**src/lpmc_map.svh**
```systemverilog
// Constants of the low-power mode controller.
// Assumes inclusion by the package and both ends; it holds definitions only.
// ********
// Notes on behaviour
// ********
// Notes on behaviour
// - Three low-power modes, steered by self-control bits.
// - Every mode exit causes internal reset, then calibration; the code skips both going from software suspend into a hardware mode.
// - Calibration end sets init-done, clears serial-busy.
// - Host leaves registers alone for about 10 ms.
// - Standby powers down all but the receiver.
// - In standby, link activity drives the LED low.
// - Standby ignores every host bus access.
// - Standby needs request pin low, both enables.
// - Standby entry resets all but self-control.
// - Request pin high ends standby, full reset follows.
// - Hardware suspend isolates core, ignores bus, network.
// - Suspend needs request low, lowpower set, select clear.
// - Request pin high ends suspend, full reset follows.
// - Software suspend keeps only base, self-control registers; the code resets the base register at wake too.
// - Setting bit 8 enters software suspend.
// - Any host write wakes; data discarded, reset follows.
// - External hardware reset leaves any low-power mode.
// - Hardware modes beat software suspend.
// - Transmit, receive, collision drive the LED low.
// - LED stays low until 6 ms idle.
`ifndef LPMC_MAP_SVH
`define LPMC_MAP_SVH
// ********
// Device register map (8-bit register address, 16-bit data)
// ********
`define LPMC_IOBASE_ADDR   8'h20
`define LPMC_SELF_CONTROL_REG_ADDR  8'h0F
`define LPMC_SELFST_ADDR   8'h10
`define LPMC_SOFT_SUSP_BIT 8
`define LPMC_HW_LP_BIT     9
`define LPMC_STBY_SEL_BIT  10
`define LPMC_INIT_DONE_BIT 7
`define LPMC_SI_BUSY_BIT   8
`define LPMC_SELF_CONTROL_REG_MASK  16'h0700
`define LPMC_SELF_CONTROL_REG_RST   16'h0000
`define LPMC_IOBASE_RST    16'h0300
// ********
// Host controller registers on AXI4-Lite (byte addresses)
// ********
`define LPMC_H_CTRL_ADDR   8'h00
`define LPMC_H_CMD_ADDR    8'h04
`define LPMC_H_STAT_ADDR   8'h08
`define LPMC_H_SLEEP_BIT   0
`define LPMC_H_RD_BIT      24
`define LPMC_H_BUSY_BIT    16
`define LPMC_H_TMO_BIT     17
`define LPMC_H_LED_BIT     18
`define LPMC_RESP_OKAY     2'h0
`define LPMC_RESP_SLVERR   2'h2
// ********
// Timing
// ********
`define LPMC_CLK_HZ        100000000
`define LPMC_CAL_TIME_MS   10
`define LPMC_LED_TIME_MS   6
`define LPMC_RD_TMO_CYC    8'h40
`endif

```
**src/lpmc_pkg.sv**
```systemverilog
// Types shared by both ends of the low-power mode controller.
// Assumes lpmc_map.svh is on the include path.
`include "lpmc_map.svh"
package lpmc_pkg;
    // Operating modes of the device end.
    typedef enum logic [2:0] {
        LPMC_INIT,
        LPMC_RUN,
        LPMC_HW_STANDBY,
        LPMC_HW_SUSPEND,
        LPMC_SW_SUSPEND
    } lpmc_mode_t;
endpackage

```
**src/lpmc_if.sv**
```systemverilog
// Link between the host controller and the power-managed device.
// Assumes both ends run on the same aclk; it carries no clock itself.
`timescale 1ns/1ns
interface lpmc_if;
    logic        low_power_request_n;
    logic        io_wr;
    logic        io_rd;
    logic [7:0]  io_addr;
    logic [15:0] io_wdata;
    logic [15:0] io_rdata;
    logic        io_rvalid;
    logic        activity_led_n;
    modport dev (input low_power_request_n, io_wr, io_rd, io_addr, io_wdata,
                 output io_rdata, io_rvalid, activity_led_n);
    modport host (output low_power_request_n, io_wr, io_rd, io_addr, io_wdata,
                  input io_rdata, io_rvalid, activity_led_n);
endinterface

```
**src/lpmc_device.sv**
```systemverilog
// Device end: mode sequencer, register slice, reset and calibration, activity LED.
// Assumes host strobes are one-cycle pulses synchronous to aclk; the request pin is not.
`timescale 1ns/1ns
`include "lpmc_map.svh"
module lpmc_device
    import lpmc_pkg::*;
#(
    parameter int unsigned CAL_CYCLES = `LPMC_CAL_TIME_MS * (`LPMC_CLK_HZ / 1000),
    parameter int unsigned LED_CYCLES = `LPMC_LED_TIME_MS * (`LPMC_CLK_HZ / 1000)
) (
    input  wire logic   aclk,
    input  wire logic   aresetn,
    lpmc_if.dev         link,
    input  wire logic   tx_event,
    input  wire logic   rx_event,
    input  wire logic   col_event,
    input  wire logic   link_activity,
    output logic        core_reset,
    output logic        analog_on,
    output logic        rx_listen,
    output logic        core_isolate,
    output lpmc_mode_t  mode
);
    // ********
    // State
    // ********
    typedef struct packed {
        lpmc_mode_t  mode;
        logic        sleep_meta;
        logic        sleep_sync;
        logic [15:0] self_control_reg;
        logic [15:0] iobase;
        logic        init_done;
        logic        si_busy;
        logic [19:0] cal_cnt;
        logic [19:0] led_cnt;
        logic        led_n;
        logic [15:0] rdata;
        logic        rvalid;
        logic        core_reset;
        logic        analog_on;
        logic        rx_listen;
        logic        isolate;
    } lpmc_dev_state_t;

    // External reset lands in calibration, the same as any internal reset.
    localparam lpmc_dev_state_t RST_STATE = '{
        mode:       LPMC_INIT,
        sleep_meta: 1'b1,
        sleep_sync: 1'b1,
        self_control_reg:    `LPMC_SELF_CONTROL_REG_RST,
        iobase:     `LPMC_IOBASE_RST,
        si_busy:    1'b1,
        cal_cnt:    20'(CAL_CYCLES),
        led_n:      1'b1,
        core_reset: 1'b1,
        analog_on:  1'b1,
        rx_listen:  1'b1,
        default:    '0
    };

    lpmc_dev_state_t q;
    lpmc_dev_state_t d;
    logic            hw_req;
    logic            event_any;

    // Address decode shared by the write and the read paths.
    function automatic logic addr_is(input logic [7:0] a, input logic [7:0] r);
        return a == r;
    endfunction

    // ********
    // Next state
    // ********
    always_comb begin
        d = q;
        // Only the second stage is looked at by the mode logic.
        d.sleep_meta = link.low_power_request_n;
        d.sleep_sync = q.sleep_meta;
        d.rvalid     = 1'b0;
        d.core_reset = 1'b0;
        hw_req    = !q.sleep_sync && q.self_control_reg[`LPMC_HW_LP_BIT];
        event_any = tx_event || rx_event || col_event;
        case (q.mode)
            LPMC_RUN, LPMC_INIT: begin
                // Accesses are served during calibration; software is expected to wait.
                if (link.io_wr) begin
                    if (addr_is(link.io_addr, `LPMC_SELF_CONTROL_REG_ADDR)) begin
                        d.self_control_reg = link.io_wdata & `LPMC_SELF_CONTROL_REG_MASK;
                    end
                    if (addr_is(link.io_addr, `LPMC_IOBASE_ADDR)) begin
                        d.iobase = link.io_wdata;
                    end
                end
                if (link.io_rd) begin
                    d.rvalid = 1'b1;
                    d.rdata  = 16'h0000;
                    if (addr_is(link.io_addr, `LPMC_SELF_CONTROL_REG_ADDR)) begin
                        d.rdata = q.self_control_reg;
                    end
                    if (addr_is(link.io_addr, `LPMC_IOBASE_ADDR)) begin
                        d.rdata = q.iobase;
                    end
                    if (addr_is(link.io_addr, `LPMC_SELFST_ADDR)) begin
                        d.rdata[`LPMC_INIT_DONE_BIT] = q.init_done;
                        d.rdata[`LPMC_SI_BUSY_BIT]   = q.si_busy;
                    end
                end
                if (q.mode == LPMC_INIT) begin
                    if (q.cal_cnt == 20'h00000) begin
                        d.mode      = LPMC_RUN;
                        d.init_done = 1'b1;
                        d.si_busy   = 1'b0;
                    end else begin
                        d.cal_cnt = q.cal_cnt - 20'h00001;
                    end
                end else if (hw_req) begin
                    // Hardware request is tested first, so it wins over bit 8.
                    d.mode = q.self_control_reg[`LPMC_STBY_SEL_BIT] ? LPMC_HW_STANDBY
                                                           : LPMC_HW_SUSPEND;
                end else if (q.self_control_reg[`LPMC_SOFT_SUSP_BIT]) begin
                    d.mode = LPMC_SW_SUSPEND;
                end
            end
            LPMC_SW_SUSPEND: begin
                if (hw_req) begin
                    d.mode = q.self_control_reg[`LPMC_STBY_SEL_BIT] ? LPMC_HW_STANDBY
                                                           : LPMC_HW_SUSPEND;
                end else if (link.io_wr) begin
                    // The waking write only wakes; its data never reaches a register.
                    d.mode = LPMC_INIT;
                end
            end
            LPMC_HW_STANDBY, LPMC_HW_SUSPEND: begin
                // Bus strobes are not looked at here at all.
                if (q.sleep_sync) begin
                    d.mode = LPMC_INIT;
                end
            end
            default: begin
                d.mode = LPMC_INIT;
            end
        endcase
        // Entry to a hardware mode clears everything but the self-control register.
        if ((d.mode == LPMC_HW_STANDBY || d.mode == LPMC_HW_SUSPEND)
            && q.mode != d.mode) begin
            d.iobase    = `LPMC_IOBASE_RST;
            d.init_done = 1'b0;
            d.si_busy   = 1'b0;
            d.rdata     = 16'h0000;
        end
        // Every return to INIT starts a full reset and a fresh calibration.
        if (d.mode == LPMC_INIT && q.mode != LPMC_INIT) begin
            d.core_reset = 1'b1;
            d.cal_cnt    = 20'(CAL_CYCLES);
            d.init_done  = 1'b0;
            d.si_busy    = 1'b1;
            d.iobase     = `LPMC_IOBASE_RST;
            // Clearing the suspend bit keeps the device from falling straight back asleep.
            d.self_control_reg[`LPMC_SOFT_SUSP_BIT] = 1'b0;
        end
        // Power domains follow the next mode, so outputs match the mode register.
        d.analog_on = (d.mode == LPMC_RUN || d.mode == LPMC_INIT);
        d.rx_listen = d.analog_on || d.mode == LPMC_HW_STANDBY;
        d.isolate   = (d.mode == LPMC_HW_SUSPEND);
        // Activity LED: stretched in run and calibration, raw link sense in standby, dark otherwise.
        if (d.analog_on) begin
            if (event_any) begin
                d.led_cnt = 20'(LED_CYCLES);
            end else if (q.led_cnt != 20'h00000) begin
                d.led_cnt = q.led_cnt - 20'h00001;
            end
            d.led_n = (d.led_cnt == 20'h00000);
        end else if (d.mode == LPMC_HW_STANDBY) begin
            d.led_cnt = 20'h00000;
            d.led_n   = !link_activity;
        end else begin
            d.led_cnt = 20'h00000;
            d.led_n   = 1'b1;
        end
    end

    // ********
    // Registers
    // ********
    // Synchronous reset any mode returns to calibration.
    always_ff @(posedge aclk) begin
        if (!aresetn) begin
            q <= RST_STATE;
        end else begin
            q <= d;
        end
    end

    assign link.io_rdata       = q.rdata;
    assign link.io_rvalid      = q.rvalid;
    assign link.activity_led_n = q.led_n;
    assign core_reset          = q.core_reset;
    assign analog_on           = q.analog_on;
    assign rx_listen           = q.rx_listen;
    assign core_isolate        = q.isolate;
    assign mode                = q.mode;
endmodule // lpmc_device

```
**src/flat_wrapper.sv**
```systemverilog
// flat-port wrapper written by rule: the top's interface ports become plain ports
module lpmc_device_flat import lpmc_pkg::*;
#(
    parameter int unsigned CAL_CYCLES = `LPMC_CAL_TIME_MS * (`LPMC_CLK_HZ / 1000),
    parameter int unsigned LED_CYCLES = `LPMC_LED_TIME_MS * (`LPMC_CLK_HZ / 1000)
)
  (aclk, aresetn, tx_event, rx_event, col_event, link_activity, core_reset, analog_on, rx_listen, core_isolate, mode, link_low_power_request_n, link_io_wr, link_io_rd, link_io_addr, link_io_wdata, link_io_rdata, link_io_rvalid, link_activity_led_n);
  lpmc_if link_i ();
  input  wire logic aclk;
  input  wire logic aresetn;
  input  wire logic tx_event;
  input  wire logic rx_event;
  input  wire logic col_event;
  input  wire logic link_activity;
  output logic core_reset;
  output logic analog_on;
  output logic rx_listen;
  output logic core_isolate;
  output lpmc_mode_t mode;
  input wire logic [$bits(link_i.low_power_request_n)-1:0] link_low_power_request_n;
  input wire logic [$bits(link_i.io_wr)-1:0] link_io_wr;
  input wire logic [$bits(link_i.io_rd)-1:0] link_io_rd;
  input wire logic [$bits(link_i.io_addr)-1:0] link_io_addr;
  input wire logic [$bits(link_i.io_wdata)-1:0] link_io_wdata;
  output wire logic [$bits(link_i.io_rdata)-1:0] link_io_rdata;
  output wire logic [$bits(link_i.io_rvalid)-1:0] link_io_rvalid;
  output wire logic [$bits(link_i.activity_led_n)-1:0] link_activity_led_n;
  assign link_i.low_power_request_n = link_low_power_request_n;
  assign link_i.io_wr = link_io_wr;
  assign link_i.io_rd = link_io_rd;
  assign link_i.io_addr = link_io_addr;
  assign link_i.io_wdata = link_io_wdata;
  assign link_io_rdata = link_i.io_rdata;
  assign link_io_rvalid = link_i.io_rvalid;
  assign link_activity_led_n = link_i.activity_led_n;
  lpmc_device #(.CAL_CYCLES(CAL_CYCLES), .LED_CYCLES(LED_CYCLES)) u_core (.aclk(aclk), .aresetn(aresetn), .link(link_i), .tx_event(tx_event), .rx_event(rx_event), .col_event(col_event), .link_activity(link_activity), .core_reset(core_reset), .analog_on(analog_on), .rx_listen(rx_listen), .core_isolate(core_isolate), .mode(mode));
endmodule
```
**config.mk**
```make
export PLATFORM = sky130hd
export DESIGN_NAME = lpmc_device_flat
export DESIGN_NICKNAME = d
export VERILOG_FILES = /design/src/lpmc_pkg.sv /design/src/lpmc_if.sv /design/src/lpmc_device.sv /design/src/flat_wrapper.sv
export VERILOG_INCLUDE_DIRS = /design/src
export SDC_FILE = /design/constraint.sdc
export NUM_CORES = 1
export LEC_CHECK = 0
export BUFFER_PORTS_ARGS = -buffer_cell sky130_fd_sc_hd__buf_4
export CAP_MARGIN = 20
export CORE_UTILIZATION = 40
export DETAILED_ROUTE_END_ITERATION = 8
export PLACE_DENSITY = 0.6
export SLEW_MARGIN = 20
export SYNTH_ARGS = -nofsm -noshare
export SYNTH_HDL_FRONTEND = slang
export SYNTH_SLANG_ARGS = --single-unit
```
**constraint.sdc**
```tcl
create_clock -name aclk -period 2.2 [get_ports aclk]
set_input_delay 0.44 -clock aclk [delete_from_list [all_inputs] [get_ports aclk]]
set_output_delay 0.44 -clock aclk [all_outputs]
set_load 0.01 [all_outputs]
```
==> results.py <==
metrics = {
    "logic_synthesis": {
        "synth_sequential_area_ratio_pct": 43.5,
        "synth.ff_latch_count": 88,
        "synth_top_cells_by_count": "88 x dfxtp_1, 70 x nand2_1, 46 x nor2_1",
        "synth_area_um2": 4050,
        "synthesized_area_per_cell_um2": 8.36,
        "number_of_enable_type_register_cells_in_the_synthesized_netlist": 0,
        "postSynthNetCount": 522,
        "yosysWarnings": 0,
        "synth.top_cells.by_area": "dfxtp_1 43%, nand2_1 6.5%, a21oi_1 5.1%",
        "synthesis.instances": 485,
        "synth_most_common_cell": "dfxtp_1",
        "ys_types": 58,
        "synth_top_flop_cell": "dfxtp_1",
        "synth.largest_area_cell": "dfxtp_1",
        "synth_top_cell_area_share_pct": 43.5,
        "async_reset_ff_share_pct": 0,
    },
    "worst_setup_path": {
        "cp_data_required_time_ns": 2.48,
        "cell_with_the_largest_stage_delay_on_the_worst_path": "or4_4",
        "cp-startpoint": "u_core.q[29]$_SDFF_PN0_",
        "reg2reg_setup_slack_ns": -0.03,
        "cp_num_buf_inv": 0,
        "start_kind": "flop",
        "max_stage_delay_ns": 0.53,
        "worstPathMaxFanout": 4,
        "data_arrival_time_of_the_worst_path_ns": 2.51,
        "reg2reg_from": "u_core.q[29]$_SDFF_PN0_",
        "cp-end-kind": "flop",
        "timing.critical_path.cells": "or4_4 > or3_4 > o211ai_1 > xnor2_1 > nor2_1 > nand2_1 > o31ai_2",
        "crit_type": "reg2reg",
        "crit_family": "simple AND/OR/NAND/NOR gates",
    },
    "sta": {
        "slew_viol_final": 0,
        "rsz0062_at_grt": "yes",
        "post-route-min-period_ns": 2.23,
        "final.setup_skew_ns": 0.00985,
        "fmax_mhz": 448,
        "worst_slack_ns": -0.0310,
        "layout_worst_path_cycle_share_pct": 101,
        "hold_violations": 0,
        "slew-limit-headroom_pct": 59.3,
        "final_setup_viols": 1,
        "timing.setup.tns_ns": -0.0310,
        "tightest_slew_ns": 0.605,
    },
    "status": {
        "outcome": "complete, but fails checks",
        "failing_checks": "setup timing",
    },
    "worst_hold_path": {
        "hp-start": "link_low_power_request_n",
        "timing.hold.worst.class": "in2reg",
    },
    "finish": {
        "diodes": 0,
        "drive_above_1_share_pct": 32.3,
        "filler_cell_count": 932,
        "final_net_count": 618,
        "layout-area-overhead-vs-synth_pct": 32.3,
    },
    "grt": {
        "globalRoute.totalOverflow": 0,
        "global_route_usage_over_all_layers_pct": 20.0,
        "first_global_vias": 3445,
        "global_route_wire_length_before_repair_um": 16400,
        "initial_antenna_violation_count": 0,
        "grt_start_max_net_pins": 17,
    },
    "routing": {
        "dr_total_vias": 3764,
        "drc": 0,
        "drt-vias-per-instance": 5.24,
        "route.final.wire_length_um": 10300,
        "drtPass1Iterations": 4,
        "detail_route.iter0.violations": 149,
        "drt.antenna.violating_nets": 0,
        "wl_per_cell_um": 14.4,
    },
    "die": {
        "initial_core_util_pct": 41.3,
        "die-width_um": 103,
        "die_h_um": 103,
        "core_area_um2": 9820,
        "design.die.area_um2": 10500,
        "total_number_of_placement_rows": 36,
        "boundary_pin_count": 58,
    },
    "cts": {
        "clockBufferDepth": 2,
        "tritoncts_clock_tree": "built",
        "source_to_sink_clock_delay_at_the_later_pin_of_the_worst_skew_pair_ns": 0.36,
        "cts.reportedPaths.clkPinSlew_ns": 0.09,
        "cts_hold_buf": 0,
        "htree_levels": 3,
        "numClockSinks": 88,
        "clock_tree.root_cell": "clkbuf_8",
        "cts-buffers-inserted": 9,
    },
    "run": {
        "timing.max_cap.violations": 0,
    },
    "power_and_ir_drop": {
        "powerDensity_nw_per_um2": 620,
        "power.leakage_nw": 2.13,
        "worst_ir_drop_vdd_mv": 0.364,
    },
    "placed_design": {
        "post-place-ws_ns": -0.148,
        "numPortBuffers": 57,
        "dp_hpwl_um": 7430,
        "gp_congestion": 0.907,
    },
}
[power breakdown]
part | internal [mW] | switching (mW) | total (mW)
Combinational | 0.237 | 0.223 | 0.460
Sequential | 1.65 | 0.0541 | 1.70
Clock | 0.560 | 0.601 | 1.16
[metal layers]
metal  part of all wire, %  vias to the layer above  GRT usage (%)
li1                      -                     1870              -
met1                    46                     1776           26.0
met2                    47                      103           32.5
met3                   5.4                       15           4.47
met4                   1.7                        0           7.36
met5                     0                        -              0
[final cells by class]
class	count	area, µm²	share of cell area, %
inverter	12	48.8	0.910
timing repair buffer	123	961	17.9
multi-input combinational	347	2210	41.2
tap	133	166	3.10
sequential	88	1770	33.1
clock buffer	10	138	2.57
clock inverter	6	67.6	1.26
[cells in the final DEF, fill, tap and decap left out, types with 4 or more instances in the layout]
cell type and count:
nor3_1 18, a21oi_1 40, nor2b_1 7, nor2_1 45
or3_1 12, nand2_1 68, dfxtp_1 83, nand3b_1 4
nand2b_1 5, clkbuf_8 10, and2_1 5, inv_1 9
xor2_1 7, nor3_2 4, nand3_1 23, nor4_1 5
xnor2_1 15, ha_1 4, buf_4 120, o21ai_0 7
[registers in the layout (all words and copies together) (netlist names)]
name	flops
u_core.core_isolate	1
u_core.q	62
u_core.analog_on	1
u_core.rx_listen	1
u_core.link.io_rvalid	1
u_core.link.io_rdata	16
u_core.mode	3
u_core.core_reset	1
u_core.link.activity_led_n	1
u_core.d	1
[worst paths after layout]
| check | end | cells after the start |
|---|---|---|
| min | u_core.d[96]$_SDFF_PN1_ | 2 |
| min reg2reg | u_core.q[96]$_SDFF_PN1_ | 1 |
| max reg2reg | u_core.link.activity_led_n$_SDFF_PN1_ | 7 |
| max | u_core.link.activity_led_n$_SDFF_PN1_ | 7 |
[worst reg2reg max path, cell delays in order (launching register included)]
cell	delay [ns]
dfxtp_4	0.36
or4_4	0.53
or3_4	0.43
o211ai_1	0.25
xnor2_1	0.09
nor2_1	0.15
nand2_1	0.10
o31ai_2	0.24
[stage by stage]
stage          instance area [µm²]  utilization (%)  cells  power [mW]  hold slack (ns)
2_1_floorplan                 4060                -    485        1.95            0.386
3_3_place_gp                  4890             49.8    693        2.13            0.405
3_5_place_dp                  4890             49.8    693        2.14            0.398
4_1_cts                       5170             52.6    713        3.30            0.254
5_1_grt                       5360             54.6    719        3.48            0.249
6_report                      5360             54.6    719        3.32            0.266
[cell families after synthesis]
family	Yosys count	share of synthesized area, %
multiplexers	4	1.02
adder cells (fa/ha/maj)	4	1.23
AO/OA/AOI/OAI	77	11.9
AND/OR/NAND/NOR	238	30.6
buffers and inverters	50	6.60
XOR/XNOR	24	5.19
flip-flops	88	43.5
[what timing repair did]
item,CTS,global route
endpoints found under the setup margin,2,39
buffers inserted,4,6
gates resized for setup,9,36
pin swaps,0,12
(Power assumes the default switching activity.)
